[src/rtl/hbd_pkg.sv]
// Purpose: shared constants and types for the half-bridge diagnosis block
// Assumes: core_clk at 200 MHz
// Notes:   register indices and bit layout are local choices
package hbd_pkg;
  localparam int NUM_CH       = 4;
  localparam int CLK_MHZ      = 200;
  // activation: 60..135 us, pick minimum rounded up
  localparam int ACT_TIME_US  = 60;
  localparam int ACT_CYCLES   = ACT_TIME_US * CLK_MHZ;
  // filter: 0.5..2 us, pick 1 us (inside window)
  localparam int FILT_TIME_NS = 1000;
  localparam int FILT_CYCLES  = (FILT_TIME_NS * CLK_MHZ + 999) / 1000;

  localparam logic [3:0] ADDR_ON_DIAG  = 4'h0;
  localparam logic [3:0] ADDR_OFF_DIAG = 4'h1;
  localparam logic [3:0] ADDR_CONFIG   = 4'h2;
  localparam logic [3:0] ADDR_CONTROL  = 4'h3;
  localparam logic [3:0] ADDR_ENABLE   = 4'h4;

  // on-state register: [3:0] over-current, [4] pair1 ot, [5] pair2 ot
  localparam int OC_LSB  = 0;
  localparam int OT1_BIT = 4;
  localparam int OT2_BIT = 5;
  // config register: [3:0] high-side mode, [7:4] active freewheel, [8] fb1, [9] fb2
  localparam int MODE_LSB = 0;
  localparam int FW_LSB   = 4;
  localparam int FB1_BIT  = 8;
  localparam int FB2_BIT  = 9;

  localparam logic [1:0] CODE_NONE    = 2'h0;
  localparam logic [1:0] CODE_OPEN_HS = 2'h1;
  localparam logic [1:0] CODE_OPEN_LS = 2'h2;
  localparam logic [1:0] CODE_SHORT   = 2'h3;
  localparam logic [9:0] CONFIG_RST   = 10'h000;

  typedef struct packed {
    logic open_load;
    logic short_bat;
    logic short_gnd;
  } hbd_sense_t;

  typedef struct packed {
    logic       wr;
    logic       rd;
    logic [3:0] addr;
    logic [15:0] wdata;
  } hbd_bus_t;
endpackage

[src/rtl/hbd_top.sv]
// Purpose: off-state and on-state diagnosis for four half bridges
// Assumes: analog comparators deliver raw levels asynchronously
// Notes:   reads of a diagnosis register reload it from live state
//
// The address-and-strobe port and the register addresses were chosen for this implementation.
`timescale 1ns/1ps
module hbd_top #(
  parameter int ACT_CYCLES  = hbd_pkg::ACT_CYCLES,
  parameter int FILT_CYCLES = hbd_pkg::FILT_CYCLES
) (
  // clock and reset
  input  wire logic              core_clk,
  input  wire logic              rst_n,
  // register port
  input  wire logic [3:0]        reg_addr,
  input  wire logic [15:0]       reg_wdata,
  input  wire logic              reg_wr,
  input  wire logic              reg_rd,
  output logic [15:0]            reg_rdata,
  // direct drive pins
  input  wire logic [3:0]        direct_drive_inputs,
  // output stage feedback
  input  wire logic [3:0]        chan_overcurrent_flag,
  input  wire logic              bridge_pair1_overtemp_flag,
  input  wire logic              bridge_pair2_overtemp_flag,
  input  wire logic [3:0]        det_open_load,
  input  wire logic [3:0]        det_short_bat,
  input  wire logic [3:0]        short_to_ground,
  // switch drive
  output logic [3:0]             hs_on,
  output logic [3:0]             ls_on
);
  hbd_pkg::hbd_bus_t   bus;
  logic [9:0]          config_reg;
  logic [3:0]          output_control_reg;
  logic [3:0]          output_enable_config_reg;
  logic [3:0]          drv_s1;
  logic [3:0]          drv_s2;
  logic [15:0]         raw_s1;
  logic [15:0]         raw_s2;
  logic [5:0]          bridge_diag_reg_on_state;
  logic [7:0]          bridge_diag_reg_off_state;
  logic [7:0]          chan_off_diag_code;
  logic [3:0]          both_off;
  logic [3:0]          armed;
  logic [3:0]          chan_on;
  logic [3:0]          next_hs;
  logic [3:0]          next_ls;
  hbd_pkg::hbd_sense_t sense  [hbd_pkg::NUM_CH];
  hbd_pkg::hbd_sense_t stable [hbd_pkg::NUM_CH];

  assign bus = '{wr: reg_wr, rd: reg_rd, addr: reg_addr, wdata: reg_wdata};

  ////////////////////////////////////////////////////////////////////////
  // synchronisers for every pin-level input except the two overtemp flags
  always_ff @(posedge core_clk) begin
    if (!rst_n) begin
      drv_s1 <= 4'h0;
      drv_s2 <= 4'h0;
      raw_s1 <= 16'h0000;
      raw_s2 <= 16'h0000;
    end else begin
      drv_s1 <= direct_drive_inputs;
      drv_s2 <= drv_s1;
      raw_s1 <= {det_open_load, det_short_bat, short_to_ground, chan_overcurrent_flag};
      raw_s2 <= raw_s1;
    end
  end

  ////////////////////////////////////////////////////////////////////////
  // software writable configuration
  always_ff @(posedge core_clk) begin
    if (!rst_n) begin
      config_reg               <= hbd_pkg::CONFIG_RST;
      output_control_reg       <= 4'h0;
      output_enable_config_reg <= 4'h0;
    end else if (bus.wr) begin
      case (bus.addr)
        hbd_pkg::ADDR_CONFIG:  config_reg               <= bus.wdata[9:0];
        hbd_pkg::ADDR_CONTROL: output_control_reg       <= bus.wdata[3:0];
        hbd_pkg::ADDR_ENABLE:  output_enable_config_reg <= bus.wdata[3:0];
        default: ;
      endcase
    end
  end

  ////////////////////////////////////////////////////////////////////////
  // switch decode per mode, freewheel, enable and on command
  always_comb begin
    chan_on = output_control_reg | drv_s2;
    for (int i = 0; i < hbd_pkg::NUM_CH; i++) begin
      logic hs;
      logic fw;
      hs = config_reg[hbd_pkg::MODE_LSB + i];
      fw = config_reg[hbd_pkg::FW_LSB + i];
      next_hs[i] = 1'b0;
      next_ls[i] = 1'b0;
      if (output_enable_config_reg[i]) begin
        // active freewheel keeps the opposite switch on while off,
        // so diagnosis only starts when the channel is disabled
        if (chan_on[i]) begin
          next_hs[i] = hs;
          next_ls[i] = !hs;
        end else begin
          next_hs[i] = fw && !hs;
          next_ls[i] = fw && hs;
        end
      end
    end
  end

  always_ff @(posedge core_clk) begin
    if (!rst_n) begin
      hs_on <= 4'h0;
      ls_on <= 4'h0;
    end else begin
      hs_on <= next_hs;
      ls_on <= next_ls;
    end
  end

  ////////////////////////////////////////////////////////////////////////
  // per-channel timing; full bridge waits for both halves
  always_comb begin
    for (int i = 0; i < hbd_pkg::NUM_CH; i++) begin
      both_off[i] = !hs_on[i] && !ls_on[i];
    end
    if (config_reg[hbd_pkg::FB1_BIT]) begin
      both_off[1:0] = {2{&both_off[1:0]}};
    end
    if (config_reg[hbd_pkg::FB2_BIT]) begin
      both_off[3:2] = {2{&both_off[3:2]}};
    end
  end

  for (genvar g = 0; g < hbd_pkg::NUM_CH; g++) begin : g_ch
    assign sense[g] = '{open_load: raw_s2[12+g], short_bat: raw_s2[8+g],
                        short_gnd: raw_s2[4+g]};
    hbd_chan_timer #(
      .ACT_CYCLES  (ACT_CYCLES),
      .FILT_CYCLES (FILT_CYCLES)
    ) u_timer (
      .core_clk (core_clk),
      .rst_n    (rst_n),
      .both_off (both_off[g]),
      .sense    (sense[g]),
      .armed    (armed[g]),
      .stable   (stable[g])
    );
  end

  ////////////////////////////////////////////////////////////////////////
  // encoding, pairs are channel 0/1 and 2/3
  hbd_encode u_enc_a (
    .fb_en     (config_reg[hbd_pkg::FB1_BIT]),
    .high_side (config_reg[hbd_pkg::MODE_LSB +: 2]),
    .valid     (armed[1:0]),
    .sense_a   (stable[0]),
    .sense_b   (stable[1]),
    .code_a    (chan_off_diag_code[1:0]),
    .code_b    (chan_off_diag_code[3:2])
  );
  hbd_encode u_enc_b (
    .fb_en     (config_reg[hbd_pkg::FB2_BIT]),
    .high_side (config_reg[hbd_pkg::MODE_LSB + 2 +: 2]),
    .valid     (armed[3:2]),
    .sense_a   (stable[2]),
    .sense_b   (stable[3]),
    .code_a    (chan_off_diag_code[5:4]),
    .code_b    (chan_off_diag_code[7:6])
  );

  ////////////////////////////////////////////////////////////////////////
  // stored diagnosis: latched flags, refreshed on each read
  // every read returns the codes latched before it, which may be stale; software reads twice
  always_ff @(posedge core_clk) begin
    if (!rst_n) begin
      bridge_diag_reg_on_state <= 6'h00;
    end else if (bus.rd && bus.addr == hbd_pkg::ADDR_ON_DIAG) begin
      bridge_diag_reg_on_state <= {bridge_pair2_overtemp_flag, bridge_pair1_overtemp_flag,
                                   raw_s2[3:0]};
    end else begin
      bridge_diag_reg_on_state[hbd_pkg::OC_LSB +: 4] <=
        bridge_diag_reg_on_state[hbd_pkg::OC_LSB +: 4] | raw_s2[3:0];
      bridge_diag_reg_on_state[hbd_pkg::OT1_BIT] <=
        bridge_diag_reg_on_state[hbd_pkg::OT1_BIT] | bridge_pair1_overtemp_flag;
      bridge_diag_reg_on_state[hbd_pkg::OT2_BIT] <=
        bridge_diag_reg_on_state[hbd_pkg::OT2_BIT] | bridge_pair2_overtemp_flag;
    end
  end

  // capture only from armed channels; codes persist until read
  always_ff @(posedge core_clk) begin
    if (!rst_n) begin
      bridge_diag_reg_off_state <= 8'h00;
    end else if (bus.rd && bus.addr == hbd_pkg::ADDR_OFF_DIAG) begin
      bridge_diag_reg_off_state <= chan_off_diag_code;
    end else begin
      for (int i = 0; i < hbd_pkg::NUM_CH; i++) begin
        if (armed[i] && chan_off_diag_code[2*i +: 2] != hbd_pkg::CODE_NONE) begin
          bridge_diag_reg_off_state[2*i +: 2] <= chan_off_diag_code[2*i +: 2];
        end
      end
    end
  end

  ////////////////////////////////////////////////////////////////////////
  // read data: the old content is returned, refresh takes effect after
  always_ff @(posedge core_clk) begin
    if (!rst_n) begin
      reg_rdata <= 16'h0000;
    end else if (bus.rd) begin
      case (bus.addr)
        hbd_pkg::ADDR_ON_DIAG:  reg_rdata <= {10'h000, bridge_diag_reg_on_state};
        hbd_pkg::ADDR_OFF_DIAG: reg_rdata <= {8'h00, bridge_diag_reg_off_state};
        hbd_pkg::ADDR_CONFIG:   reg_rdata <= {6'h00, config_reg};
        hbd_pkg::ADDR_CONTROL:  reg_rdata <= {12'h000, output_control_reg};
        hbd_pkg::ADDR_ENABLE:   reg_rdata <= {12'h000, output_enable_config_reg};
        default:                reg_rdata <= 16'h0000;
      endcase
    end else begin
      reg_rdata <= 16'h0000;
    end
  end
endmodule

[src/rtl/hbd_chan_timer.sv]
// Purpose: per-channel activation timer plus disturbance filter
// Assumes: sense inputs already synchronised
// Notes:   restarts whenever the channel leaves both-off
`timescale 1ns/1ps
module hbd_chan_timer #(
  parameter int ACT_CYCLES  = hbd_pkg::ACT_CYCLES,
  parameter int FILT_CYCLES = hbd_pkg::FILT_CYCLES
) (
  // clock and reset
  input  wire logic              core_clk,
  input  wire logic              rst_n,
  // channel state
  input  wire logic              both_off,
  input  wire hbd_pkg::hbd_sense_t sense,
  // results
  output logic                   armed,
  output hbd_pkg::hbd_sense_t    stable
);
  logic [$clog2(ACT_CYCLES+1)-1:0]  act_cnt;
  logic [$clog2(FILT_CYCLES+1)-1:0] filt_cnt;
  hbd_pkg::hbd_sense_t              last;

  ////////////////////////////////////////////////////////////////////////
  always_ff @(posedge core_clk) begin
    if (!rst_n || !both_off) begin
      act_cnt <= '0;
      armed   <= 1'b0;
    end else if (act_cnt == ($bits(act_cnt))'(ACT_CYCLES)) begin
      armed <= 1'b1;
    end else begin
      act_cnt <= act_cnt + 1'b1;
    end
  end

  // a sense change restarts the filter so glitches of up to FILT_CYCLES+1 cycles never reach stable
  always_ff @(posedge core_clk) begin
    if (!rst_n || !both_off) begin
      filt_cnt <= '0;
      last     <= '0;
      stable   <= '0;
    end else begin
      last <= sense;
      if (sense != last) begin
        filt_cnt <= '0;
      end else if (filt_cnt == ($bits(filt_cnt))'(FILT_CYCLES)) begin
        stable <= last;
      end else begin
        filt_cnt <= filt_cnt + 1'b1;
      end
    end
  end
endmodule

[src/rtl/hbd_encode.sv]
// Purpose: priority and full-bridge encoding of one bridge pair
// Assumes: inputs are filtered detection results
// Notes:   purely combinational
`timescale 1ns/1ps
module hbd_encode (
  // pair configuration
  input  wire logic                fb_en,
  input  wire logic [1:0]          high_side,
  // detection results, index 0 is first output
  input  wire logic [1:0]          valid,
  input  wire hbd_pkg::hbd_sense_t sense_a,
  input  wire hbd_pkg::hbd_sense_t sense_b,
  // codes
  output logic [1:0]               code_a,
  output logic [1:0]               code_b
);
  function automatic logic [1:0] single(input logic hs, input hbd_pkg::hbd_sense_t s);
    logic [1:0] c;
    c = hbd_pkg::CODE_NONE;
    if (hs ? s.short_bat : s.short_gnd) begin
      c = hbd_pkg::CODE_SHORT;
    end else if (s.open_load) begin
      c = hs ? hbd_pkg::CODE_OPEN_HS : hbd_pkg::CODE_OPEN_LS;
    end
    return c;
  endfunction

  always_comb begin
    code_a = hbd_pkg::CODE_NONE;
    code_b = hbd_pkg::CODE_NONE;
    if (!fb_en) begin
      if (valid[0]) code_a = single(high_side[0], sense_a);
      if (valid[1]) code_b = single(high_side[1], sense_b);
    end else if (&valid) begin
      // full bridge: double faults first, then single ones; 11 never produced
      if (sense_a.short_bat && (sense_b.short_gnd || sense_b.open_load)) begin
        code_a = 2'h2;
        code_b = 2'h1;
      end else if (sense_a.short_gnd && sense_b.short_bat) begin
        code_a = 2'h1;
        code_b = 2'h2;
      end else if (sense_a.open_load && sense_b.short_bat) begin
        code_b = 2'h2;
      end else if (sense_a.short_bat || sense_b.short_bat) begin
        code_a = 2'h2;
        code_b = 2'h2;
      end else if (sense_a.short_gnd) begin
        code_a = 2'h1;
        code_b = 2'h1;
      end else if (sense_a.open_load || sense_b.open_load || sense_b.short_gnd) begin
        code_b = 2'h1;
      end
    end
  end
endmodule

[config.mk]
export PLATFORM = sky130hd
export DESIGN_NAME = hbd_top
export DESIGN_NICKNAME = d
export VERILOG_FILES = /design/src/rtl/hbd_pkg.sv /design/src/rtl/hbd_top.sv /design/src/rtl/hbd_chan_timer.sv /design/src/rtl/hbd_encode.sv
export SDC_FILE = /design/constraint.sdc
export NUM_CORES = 1
export LEC_CHECK = 0
export BUFFER_PORTS_ARGS = -buffer_cell sky130_fd_sc_hd__buf_2
export CAP_MARGIN = 20
export CORE_MARGIN = 10
export CORE_UTILIZATION = 55
export DETAILED_ROUTE_END_ITERATION = 10
export PLACE_DENSITY_LB_ADDON = 0.12
export REMOVE_ABC_BUFFERS = 1
export SYNTH_ARGS = -nofsm -noshare
export SYNTH_HDL_FRONTEND = slang
export SYNTH_SLANG_ARGS = --single-unit
[constraint.sdc]
create_clock -name core_clk -period 5 [get_ports core_clk]
set_clock_uncertainty 0.15 [all_clocks]
set_input_delay 1 -clock core_clk [delete_from_list [all_inputs] [get_ports core_clk]]
set_output_delay 1 -clock core_clk [all_outputs]
set_load 0.1 [all_outputs]
==> results of run 1 <==
-- placed cells by master (no fill, tap or decap), types with 26 or more instances in the layout --
| cell type | count |
|---|---|
| a21oi_1 | 31 |
| inv_1 | 31 |
| buf_2 | 57 |
| dfxtp_1 | 206 |
| nand2_1 | 53 |
| xor2_1 | 51 |
| and2_1 | 55 |
| nand3_1 | 65 |
| nor2_1 | 119 |
| mux2i_1 | 26 |
| xnor2_1 | 30 |
-- cell families (layout without fill, tap and decap cells) --
group / count (synthesis) / after routing / share of synthesized area
other: 1 / 7 / 0.0004403
XOR/XNOR: 81 / 81 / 0.08330
AND/OR/NAND/NOR: 417 / 417 / 0.2611
multiplexers: 27 / 27 / 0.03188
buffers and inverters: 67 / 128 / 0.03276
flip-flops: 206 / 206 / 0.4842
adder cells (fa/ha/maj): 16 / 16 / 0.02350
AO/OA/AOI/OAI: 105 / 105 / 0.08286
-- per-stage QoR --
stage / util / worst slack (ns) / instances / cell area [µm²]
floorplan: - / 2.562 / 889 / 8373
global placement: 0.5860 / 1.845 / 1136 / 8909
detailed placement: 0.5860 / 1.838 / 1136 / 8909
CTS: 0.6349 / 2.342 / 1174 / 9652
global route: 0.6349 / 2.074 / 1174 / 9652
finish: 0.6351 / 2.320 / 1175 / 9654
-- cells in the mapped netlist (5+ instances only) --
master	number
nand4b_1	5
o211ai_1	7
and4_1	6
dfxtp_1	206
nand4_1	16
nor4_1	5
a211oi_1	8
nor2b_1	5
a21oi_1	31
and3_1	21
xor2_1	51
a41o_1	6
clkbuf_1	25
mux2i_1	26
nor4bb_1	5
nand2_1	53
nand2b_1	10
nor2_1	119
a31oi_1	5
o22ai_1	6
inv_1	31
xnor2_1	30
and2_1	55
nor3_1	21
ha_1	16
nand3_1	65
buf_4	6
o21ai_0	17
-- routing by layer --
metal | up-vias | global-route usage
met5 | - | 0
met4 | 0 | 0.04681
met3 | 31 | 0.02985
met2 | 100 | 0.2694
met1 | 2979 | 0.2046
li1 | 3278 | -
-- worst min path at each step --
stage | start | to | slack (ns) | cells after the start
5_1_grt | raw_s1[8]$_SDFF_PN0_ | raw_s2[8]$_SDFF_PN0_ | 0.30 | 1
2_1_floorplan | drv_s1[0]$_SDFF_PN0_ | drv_s2[0]$_SDFF_PN0_ | 0.26 | 1
3_3_place_gp | raw_s1[0]$_SDFF_PN0_ | raw_s2[0]$_SDFF_PN0_ | 0.27 | 1
6_report | raw_s1[10]$_SDFF_PN0_ | raw_s2[10]$_SDFF_PN0_ | 0.28 | 1
4_1_cts | raw_s1[8]$_SDFF_PN0_ | raw_s2[8]$_SDFF_PN0_ | 0.28 | 1
3_5_place_dp | raw_s1[8]$_SDFF_PN0_ | raw_s2[8]$_SDFF_PN0_ | 0.27 | 1
-- layout make-up --
| cell class | count | area, µm² | share of cell area |
|---|---|---|---|
| antenna | 1 | 2.502 | 0.0002592 |
| multi-input combinational | 652 | 4133 | 0.4281 |
| timing repair buffer | 59 | 300.3 | 0.03110 |
| clock inverter | 8 | 143.9 | 0.01490 |
| inverter | 31 | 116.4 | 0.01205 |
| clock buffer | 30 | 599.3 | 0.06208 |
| tap | 188 | 235.2 | 0.02436 |
| sequential | 206 | 4124 | 0.4272 |
-- critical path, cell delays in order --
cell and delay, ns:
buf_2 0.38, inv_1 0.55, a31oi_1 0.71, nand2_1 0.13, o22ai_1 0.13
-- power groups by stage --
stage / clock [µW] / sequential [µW] / combinational, µW
after CTS: 1710 / 1710 / 174
after detailed placement: 0 / 1750 / 172
final: 1670 / 1710 / 171
after global placement: 0 / 1740 / 169
after floorplan: 0 / 1740 / 118
after global routing: 1770 / 1710 / 195
==> reports/metrics.cfg, run 1 <==
[place]
port_buffers = 57
post-dp-hpwl_um = 11870
globalplace.congestion = 0.8197

[yosys]
synth_area_per_cell_um2 = 9.258
yosys.area.top_type = dfxtp_1
synth_top_area_share = 0.4842
async_flop_share = 0
yosysUniqueCellTypes = 57
ys_seq_elements = 206
syn_area_mm2 = 0.008517
synth.top_cells.by_area = dfxtp_1 48%, nor2_1 5.2%, xor2_1 5.2%
synth_edf_count = 0
ys_warn_count = 0
synth-main-ff-cell = dfxtp_1
seq_area_frac_synth = 0.4842
synthCells = 920

[layout]
largest_reg_flops = 56
fillerInstances = 1320
reg_top3 = g_ch.u_timer.act_cnt x56, g_ch.u_timer.filt_cnt x32
fin_nets = 1033
area_growth_pct = 13.35
largest_register = g_ch.u_timer.act_cnt
drive_above_1_share = 0.1075

[timing]
rsz0062_at_grt = false
whs_ns = 0.2803
tightest_slew_ns = 0.9299
finalSetupTns_ns = 0
fin_crit_sh = 0.5361
setup_violations = 0
fin_crit_ns = 2.680
fmax_mhz = 373.1
hold_viol_final = 0
maxSlewHeadroom = 0.3794
drv_slew = 0

[clock_tree]
cts_made_buffers = 21
cts-resized-gates = 0
clockBufferDepth = 3
clock_latency_ns = 0.50
cts_tree = done
clkTransAtPathRegs_ns = 0.06
cts.sinks = 206
postCtsHoldBufs = 0
htree_levels = 1
cts_setup_buffers = 0
cts-root-buf = clkbuf_16

[setup_path]
cp-start-kind = primary input
rr_endpoint = g_ch[3].u_timer.stable[1]$_SDFFE_PP0P_
worst_setup_path_end_kind = flip-flop
cp-startpoint = rst_n
critPathCapture = bridge_diag_reg_off_state[4]$_SDFFE_PN0P_
worst_r2r_path_depth = 6
cp_data_arrival_time_ns = 2.94
crit_type = primary input to flip-flop
cp_max_fo = 29
rrSetupSlack_ns = 2.84
cp.required_ns = 5.26
r2r_start = g_ch[3].u_timer.filt_cnt[0]$_SDFFE_PP0N_

[detailed_routing]
wl_met1_um = 7644
wl_per_cell_um = 14.22
postRouteAntennaNets = 0
wl_met2_um = 7965
via_per_inst = 5.437
dr.pass1.iters = 5
topRoutingLayerUsed = met4
drt_iter0_drc = 340
vias = 6388
routed-wl-met3_um = 724
drcViolationCount = 0
wirelength_um = 16710

[global_route]
grt_usage = 0.1603
antenna_found_initial = 1
grt_pass1_vias = 6063
grt_start_max_net_pins = 35
overflow = 0
grt_pass1_wl_um = 28230

[pwr]
p_int_uw = 2780
p_sw_uw = 765.4
sequentialPowerShare = 0.482
ir_drop_uv = 321.7
finalPower_uw = 3546
p_leak_uw = 0.003771
pwr-share-comb = 0.048
swShare = 0.2159
power.density_mw_per_mm2 = 367.3
p_clk_frac = 0.470

[floorplanning]
core_region_area_mm2 = 0.01520
die-area_mm2 = 0.02086
die_x_um = 144.4
start_util = 0.5602
rows = 45
ios = 70
die_h_um = 144.4

[run_status]
status = finished, final reports clean

[flow_run]
cap_viol_max_count = 0

[worst_hold_path]
hp-class = flip-flop to flip-flop

(Power assumes the default switching activity.)
==> run 2: changes to the inputs <==
==> constraint.sdc (replaced) <==
create_clock -name core_clk -period 2.6 [get_ports core_clk]
set_clock_uncertainty 0.15 [all_clocks]
set_input_delay 0.52 -clock core_clk [delete_from_list [all_inputs] [get_ports core_clk]]
set_output_delay 0.52 -clock core_clk [all_outputs]
set_load 0.1 [all_outputs]
==> run 2 against run 1 <==
Critical path depth rose by 2. Routed wire length rose by 1.4%. Sequential power rose by 92%. First-iteration DRC count fell by 23%. Total power rose by 86%. Via count fell by 1.3%. Hold slack got worse by 0.20 ns. Clock power rose by 78%. Sequential share of layout area fell by 0.25 points. Non-clock buffer count rose by 14. Final area rose by 0.58%. Worst setup slack got worse by 1.8 ns. Largest cell class unchanged. Largest power group unchanged.
==> reports/metrics.cfg, run 2 (synthesized netlist as in run 1, its figures left out) <==
[global_route]
grt_usage = 0.1624  ; was 0.1603
grt_start_max_net_pins = 31  ; was 35
overflow = 0  ; unchanged
grt_pass1_vias = 6019  ; was 6,063
grt_pass1_wl_um = 28410  ; was 28,230 µm
antenna_found_initial = 2  ; was 1

[timing]
whs_ns = 0.08310  ; was 0.2803 ns
setup_violations = 0  ; unchanged
fin_crit_ns = 2.049
finalWorstSetupSlack_ns = 0.5508  ; was 2.320 ns
maxSlewHeadroom = 0.5471  ; was 0.3794
hold_viol_final = 0  ; unchanged
fin_crit_sh = 0.7882
finalSetupTns_ns = 0  ; unchanged
tightest_slew_ns = 0.6768  ; was 0.9299 ns
rsz0062_at_grt = false  ; unchanged
fmax_mhz = 488.0
drv_slew = 0  ; unchanged

[clock_tree]
cts-root-buf = clkbuf_16  ; unchanged
postCtsHoldBufs = 0  ; unchanged
cts_setup_buffers = 0  ; unchanged
cts.sinks = 206  ; unchanged
cts-resized-gates = 0  ; unchanged
cts_tree = done  ; unchanged
clockBufferDepth = 3  ; unchanged
clkTransAtPathRegs_ns = 0.06  ; about the same
clock_latency_ns = 0.49  ; was 0.50 ns
cts_made_buffers = 22  ; was 21
htree_levels = 1  ; unchanged

[detailed_routing]
via_per_inst = 5.309  ; was 5.437
drt_iter0_drc = 263  ; was 340
wl_per_cell_um = 14.27  ; was 14.22 µm
drcViolationCount = 0  ; unchanged
postRouteAntennaNets = 0  ; unchanged
wirelength_um = 16950  ; was 16,710 µm
dr.pass1.iters = 4  ; was 5
vias = 6307  ; was 6,388

[floorplanning]
ios = 70  ; unchanged
die_x_um = 144.4  ; unchanged
start_util = 0.5602  ; unchanged
rows = 45  ; unchanged
die_h_um = 144.4  ; unchanged
core_region_area_mm2 = 0.01520  ; unchanged
die-area_mm2 = 0.02086  ; unchanged

[place]
globalplace.congestion = 0.8030  ; was 0.8197
port_buffers = 57  ; unchanged
dp_cells = 1150  ; was 1,136
post-dp-hpwl_um = 12120  ; was 11,870 µm
preCtsSetupSlack_ns = 0.4831  ; was 1.838 ns

[worst_hold_path]
hp-class = primary input to flip-flop  ; was flip-flop to flip-flop

[layout]
layout_commonest_cell = dfxtp_1  ; unchanged
layout_common_cells = 206 x dfxtp_1, 119 x nor2_1, 65 x nand3_1  ; unchanged
post-route-util = 0.6388  ; was 0.6351
drive_above_1_share = 0.1171  ; was 0.1075
reg_top3 = g_ch.u_timer.act_cnt x56, g_ch.u_timer.filt_cnt x32  ; unchanged
largest_register = g_ch.u_timer.act_cnt  ; unchanged
area_growth_pct = 14.01  ; was 13.35%
largest_reg_flops = 56  ; unchanged
stdcell_count = 1188  ; was 1,175
fin_nets = 1048  ; was 1,033

[setup_path]
crit_type = flip-flop to flip-flop  ; was primary input to flip-flop
cp_data_arrival_time_ns = 2.28  ; was 2.94 ns
cp_max_fo = 6  ; was 29
path_cells = inv_1 > ha_1 > nand4b_1 > nor4b_2 > buf_4 > a211oi_1 > a41o_1  ; was buf_2 > inv_1 > a31oi_1 > nand2_1 > o22ai_1
critPathSlowestCell = nor4b_2  ; was a31oi_1
max_stage_delay_ns = 0.51  ; was 0.71 ns
cp.required_ns = 2.83  ; was 5.26 ns
worst_setup_path_end_kind = flip-flop  ; unchanged
cp-start-kind = flip-flop  ; was primary input

[pwr]
ir_drop_uv = 516.0  ; was 321.7 µV
power.density_mw_per_mm2 = 680.6  ; was 367.3 mW/mm²
p_leak_uw = 0.003809  ; was 0.003771 µW

[run_status]
status = finished, final reports clean  ; unchanged

[flow_run]
cap_viol_max_count = 0  ; unchanged

## run 2: critical path, delay by kind of cell, from the launching register on
kind	cells	cell delay [ns]
adder cells (fa/ha/maj)	1	0.17
AND/OR/NAND/NOR	2	0.63
AO/OA/AOI/OAI	2	0.30
buffers and inverters	2	0.36
flip-flops	1	0.34
## run 2: area by class of cell
cell class	instances	area, µm²
clock buffers	33	643.1
diodes	1	2.502
multi-input cells	652	4133
repair buffers	73	405.4
fillers	1299	5492
inverters	31	116.4
well taps	188	235.2
flip-flops and latches	206	4124
clock inverters	4	51.30
## run 2: worst paths after layout
check                                      startpoint                                endpoint  slack [ns]  cells past startpoint
max          g_ch[2].u_timer.filt_cnt[0]$_SDFFE_PP0N_  g_ch[2].u_timer.stable[1]$_SDFFE_PP0P_        0.55                      7
max reg2reg  g_ch[2].u_timer.filt_cnt[0]$_SDFFE_PP0N_  g_ch[2].u_timer.stable[1]$_SDFFE_PP0P_        0.55                      7
min                            direct_drive_inputs[2]                    drv_s1[2]$_SDFF_PN0_        0.08                      2
min reg2reg                      raw_s1[6]$_SDFF_PN0_                    raw_s2[6]$_SDFF_PN0_        0.28                      1
## run 2: through the flow
| step | cell area (µm²) | power, µW |
|---|---|---|
| 4_1_cts | 9708 | 6694 |
| 5_1_grt | 9708 | 6882 |
| 3_3_place_gp | 9014 | 3690 |
| 6_report | 9711 | 6609 |
| 3_5_place_dp | 9014 | 3697 |
| 2_1_floorplan | 8373 | 3569 |
## run 2: power breakdown
part | switching (µW) | internal, µW | total (µW)
Clock | 1180 | 1800 | 2980
Sequential | 58.4 | 3230 | 3290
Combinational | 213 | 126 | 339
Total | 1450 | 5150 | 6610
## run 2: routing by layer
layer	up-vias	GRT usage	routed length [µm]
met5	-	0	13
met4	2	0.03883	205
met3	17	0.03280	727
met2	88	0.2720	8032
met1	2875	0.2096	7974
li1	3325	-	-
==> run 3: changes to the inputs <==
==> constraint.sdc (replaced) <==
create_clock -name core_clk -period 2 [get_ports core_clk]
set_clock_uncertainty 0.15 [all_clocks]
set_input_delay 0.4 -clock core_clk [delete_from_list [all_inputs] [get_ports core_clk]]
set_output_delay 0.4 -clock core_clk [all_outputs]
set_load 0.1 [all_outputs]
==> run 3 against run 2 <==
Via count up 3.8%. Register-to-register slack worse by 0.41 ns. Sequential cell count unchanged. Largest power group unchanged.
==> reports/metrics.cfg, run 3 (synthesized netlist as in run 1, its figures left out) <==
[run_status]
status = finished, final reports clean  ; unchanged

[layout]
diodes = 0  ; was 1
drive_above_1_share = 0.1292  ; was 0.1171
fillerInstances = 1267  ; was 1,299
regArea_mm2 = 0.004124  ; unchanged
multi_input_area_mm2 = 0.004133  ; unchanged
reg_top3 = g_ch.u_timer.act_cnt x56, g_ch.u_timer.filt_cnt x32  ; unchanged
layout_commonest_cell = dfxtp_1  ; unchanged
largest_reg_flops = 56  ; unchanged
fin_nets = 1083  ; was 1,048
largest_register = g_ch.u_timer.act_cnt  ; unchanged
area_growth_pct = 18.30  ; was 14.01%
layout_common_cells = 206 x dfxtp_1, 119 x nor2_1, 65 x nand3_1  ; unchanged

[timing]
finalWorstSetupSlack_ns = 0.07913  ; was 0.5508 ns
fmax_mhz = 520.6
maxSlewHeadroom = 0.5435  ; was 0.5471
hold_viol_final = 0  ; unchanged
setup_violations = 0  ; unchanged
rsz0062_at_grt = false  ; unchanged
whs_ns = 0.01555  ; was 0.08310 ns
drv_slew = 0  ; unchanged
fin_crit_sh = 0.9604
fin_crit_ns = 1.921
tightest_slew_ns = 0.6815  ; was 0.6768 ns

[setup_path]
cp_data_arrival_time_ns = 1.37  ; was 2.28 ns
worst-path-stages = 1  ; was 7
worst_setup_path_end_kind = output pin  ; was flip-flop
cp-start-kind = flip-flop  ; unchanged
critPathSlowestCell = buf_2  ; was nor4b_2
critPathBufInv = 1  ; was 2
cp_max_fo = 3  ; was 6
crit_type = flip-flop to output pin  ; was flip-flop to flip-flop
cp-startpoint = ls_on[1]$_SDFF_PN0_  ; was g_ch[2].u_timer.filt_cnt[0]$_SDFFE_PP0N_
cp.required_ns = 1.45  ; was 2.83 ns
path_cells = buf_2  ; was inv_1 > ha_1 > nand4b_1 > nor4b_2 > buf_4 > a211oi_1 > a41o_1
max_stage_delay_ns = 0.46  ; was 0.51 ns
crit_family = buffers and inverters  ; was simple AND/OR/NAND/NOR gates
worst_r2r_path_depth = 4  ; was 7
r2r_start = g_ch[2].u_timer.act_cnt[4]$_SDFFE_PP0P_  ; was g_ch[2].u_timer.filt_cnt[0]$_SDFFE_PP0N_

[pwr]
power.density_mw_per_mm2 = 881.1  ; was 680.6 mW/mm²
p_leak_uw = 0.003996  ; was 0.003809 µW
ir_drop_uv = 698.2  ; was 516.0 µV

[detailed_routing]
postRouteAntennaNets = 0  ; unchanged
wl_per_cell_um = 14.21  ; was 14.27 µm
dr.pass1.iters = 8  ; was 4
wl_met1_um = 8028  ; was 7974 µm
drt_iter0_drc = 276  ; was 263
wirelength_um = 17410  ; was 16,950 µm
topRoutingLayerUsed = met4  ; was met5
vias = 6548  ; was 6,307
via_per_inst = 5.345  ; was 5.309
drcViolationCount = 0  ; unchanged
wl_met2_um = 8376  ; was 8032 µm
routed-wl-met3_um = 656  ; was 727 µm

[global_route]
grt_pass1_wl_um = 28900  ; was 28,410 µm
antenna_found_initial = 0  ; was 2
overflow = 0  ; unchanged
grt_usage = 0.1658  ; was 0.1624
grt_pass1_vias = 6147  ; was 6,019
grt_start_max_net_pins = 29  ; was 31

[worst_hold_path]
min_path_cells = 3  ; was 2
hold_path_startpoint = reg_wdata[9]  ; was direct_drive_inputs[2]
hp-class = primary input to flip-flop  ; unchanged

[floorplanning]
die-area_mm2 = 0.02086  ; unchanged
die_x_um = 144.4  ; unchanged
start_util = 0.5602  ; unchanged
core_region_area_mm2 = 0.01520  ; unchanged
ios = 70  ; unchanged
rows = 45  ; unchanged
die_h_um = 144.4  ; unchanged

[place]
globalplace.congestion = 0.8324  ; was 0.8030
post-dp-hpwl_um = 12400  ; was 12,120 µm
preCtsSetupSlack_ns = 0.05335  ; was 0.4831 ns
port_buffers = 57  ; unchanged

[clock_tree]
clkTransAtPathRegs_ns = 0.06  ; about the same
cts-root-buf = clkbuf_16  ; unchanged
cts-resized-gates = 0  ; unchanged
clockBufferDepth = 3  ; unchanged
cts.sinks = 206  ; unchanged
postCtsHoldBufs = 23  ; was 0
cts_setup_buffers = 0  ; unchanged
cts_tree = done  ; unchanged
clock_latency_ns = 0.50  ; was 0.49 ns
htree_levels = 1  ; unchanged
cts_made_buffers = 22  ; unchanged

[flow_run]
cap_viol_max_count = 0  ; unchanged

==> run 3: where the power goes <==
part           total [µW]  internal (µW)  switching, µW
registers            4270           4200           75.2
logic                 501            208            293
clock network        4100           2510           1600
==> run 3: layout make-up <==
type | instances | share of cell area
clock buffer | 32 | 0.06445
clock inverter | 8 | 0.009189
inverter | 31 | 0.01155
multi-input combinational | 652 | 0.4102
sequential | 206 | 0.4093
tap | 188 | 0.02335
timing repair buffer | 108 | 0.07202
==> run 3: routing by layer <==
metal | GRT usage | up-vias
li1 | - | 3390
met1 | 0.2107 | 3036
met2 | 0.2824 | 91
met3 | 0.02985 | 31
met4 | 0.04362 | 0
met5 | 0 | -
==> run 3: stage by stage <==
step / util / area [µm²] / power, µW / cells / TNS, ns
floorplan: - / 8373 / 4639 / 889 / -1.353
global placement: 0.5988 / 9104 / 4818 / 1162 / 0
detailed placement: 0.5988 / 9104 / 4827 / 1162 / 0
CTS: 0.6628 / 10080 / 8972 / 1225 / 0
global route: 0.6628 / 10080 / 9193 / 1225 / 0
finish: 0.6628 / 10080 / 8878 / 1225 / 0
==> run 3: final timing paths <==
path	endpoint	slack, ns
worst max-delay path	ls_on[1]	0.08
worst max register to register	g_ch[2].u_timer.act_cnt[1]$_SDFFE_PP0P_	0.14
worst min-delay path	config_reg[9]$_SDFFE_PN0P_	0.02
worst min register to register	raw_s2[1]$_SDFF_PN0_	0.28
==> run 3: worst reg2reg max path, stage by stage (launching register included) <==
cell and delay (ns):
dfxtp_1 0.36, or4b_4 0.56, nor4_4 0.42, mux2i_1 0.23
nor2_1 0.05
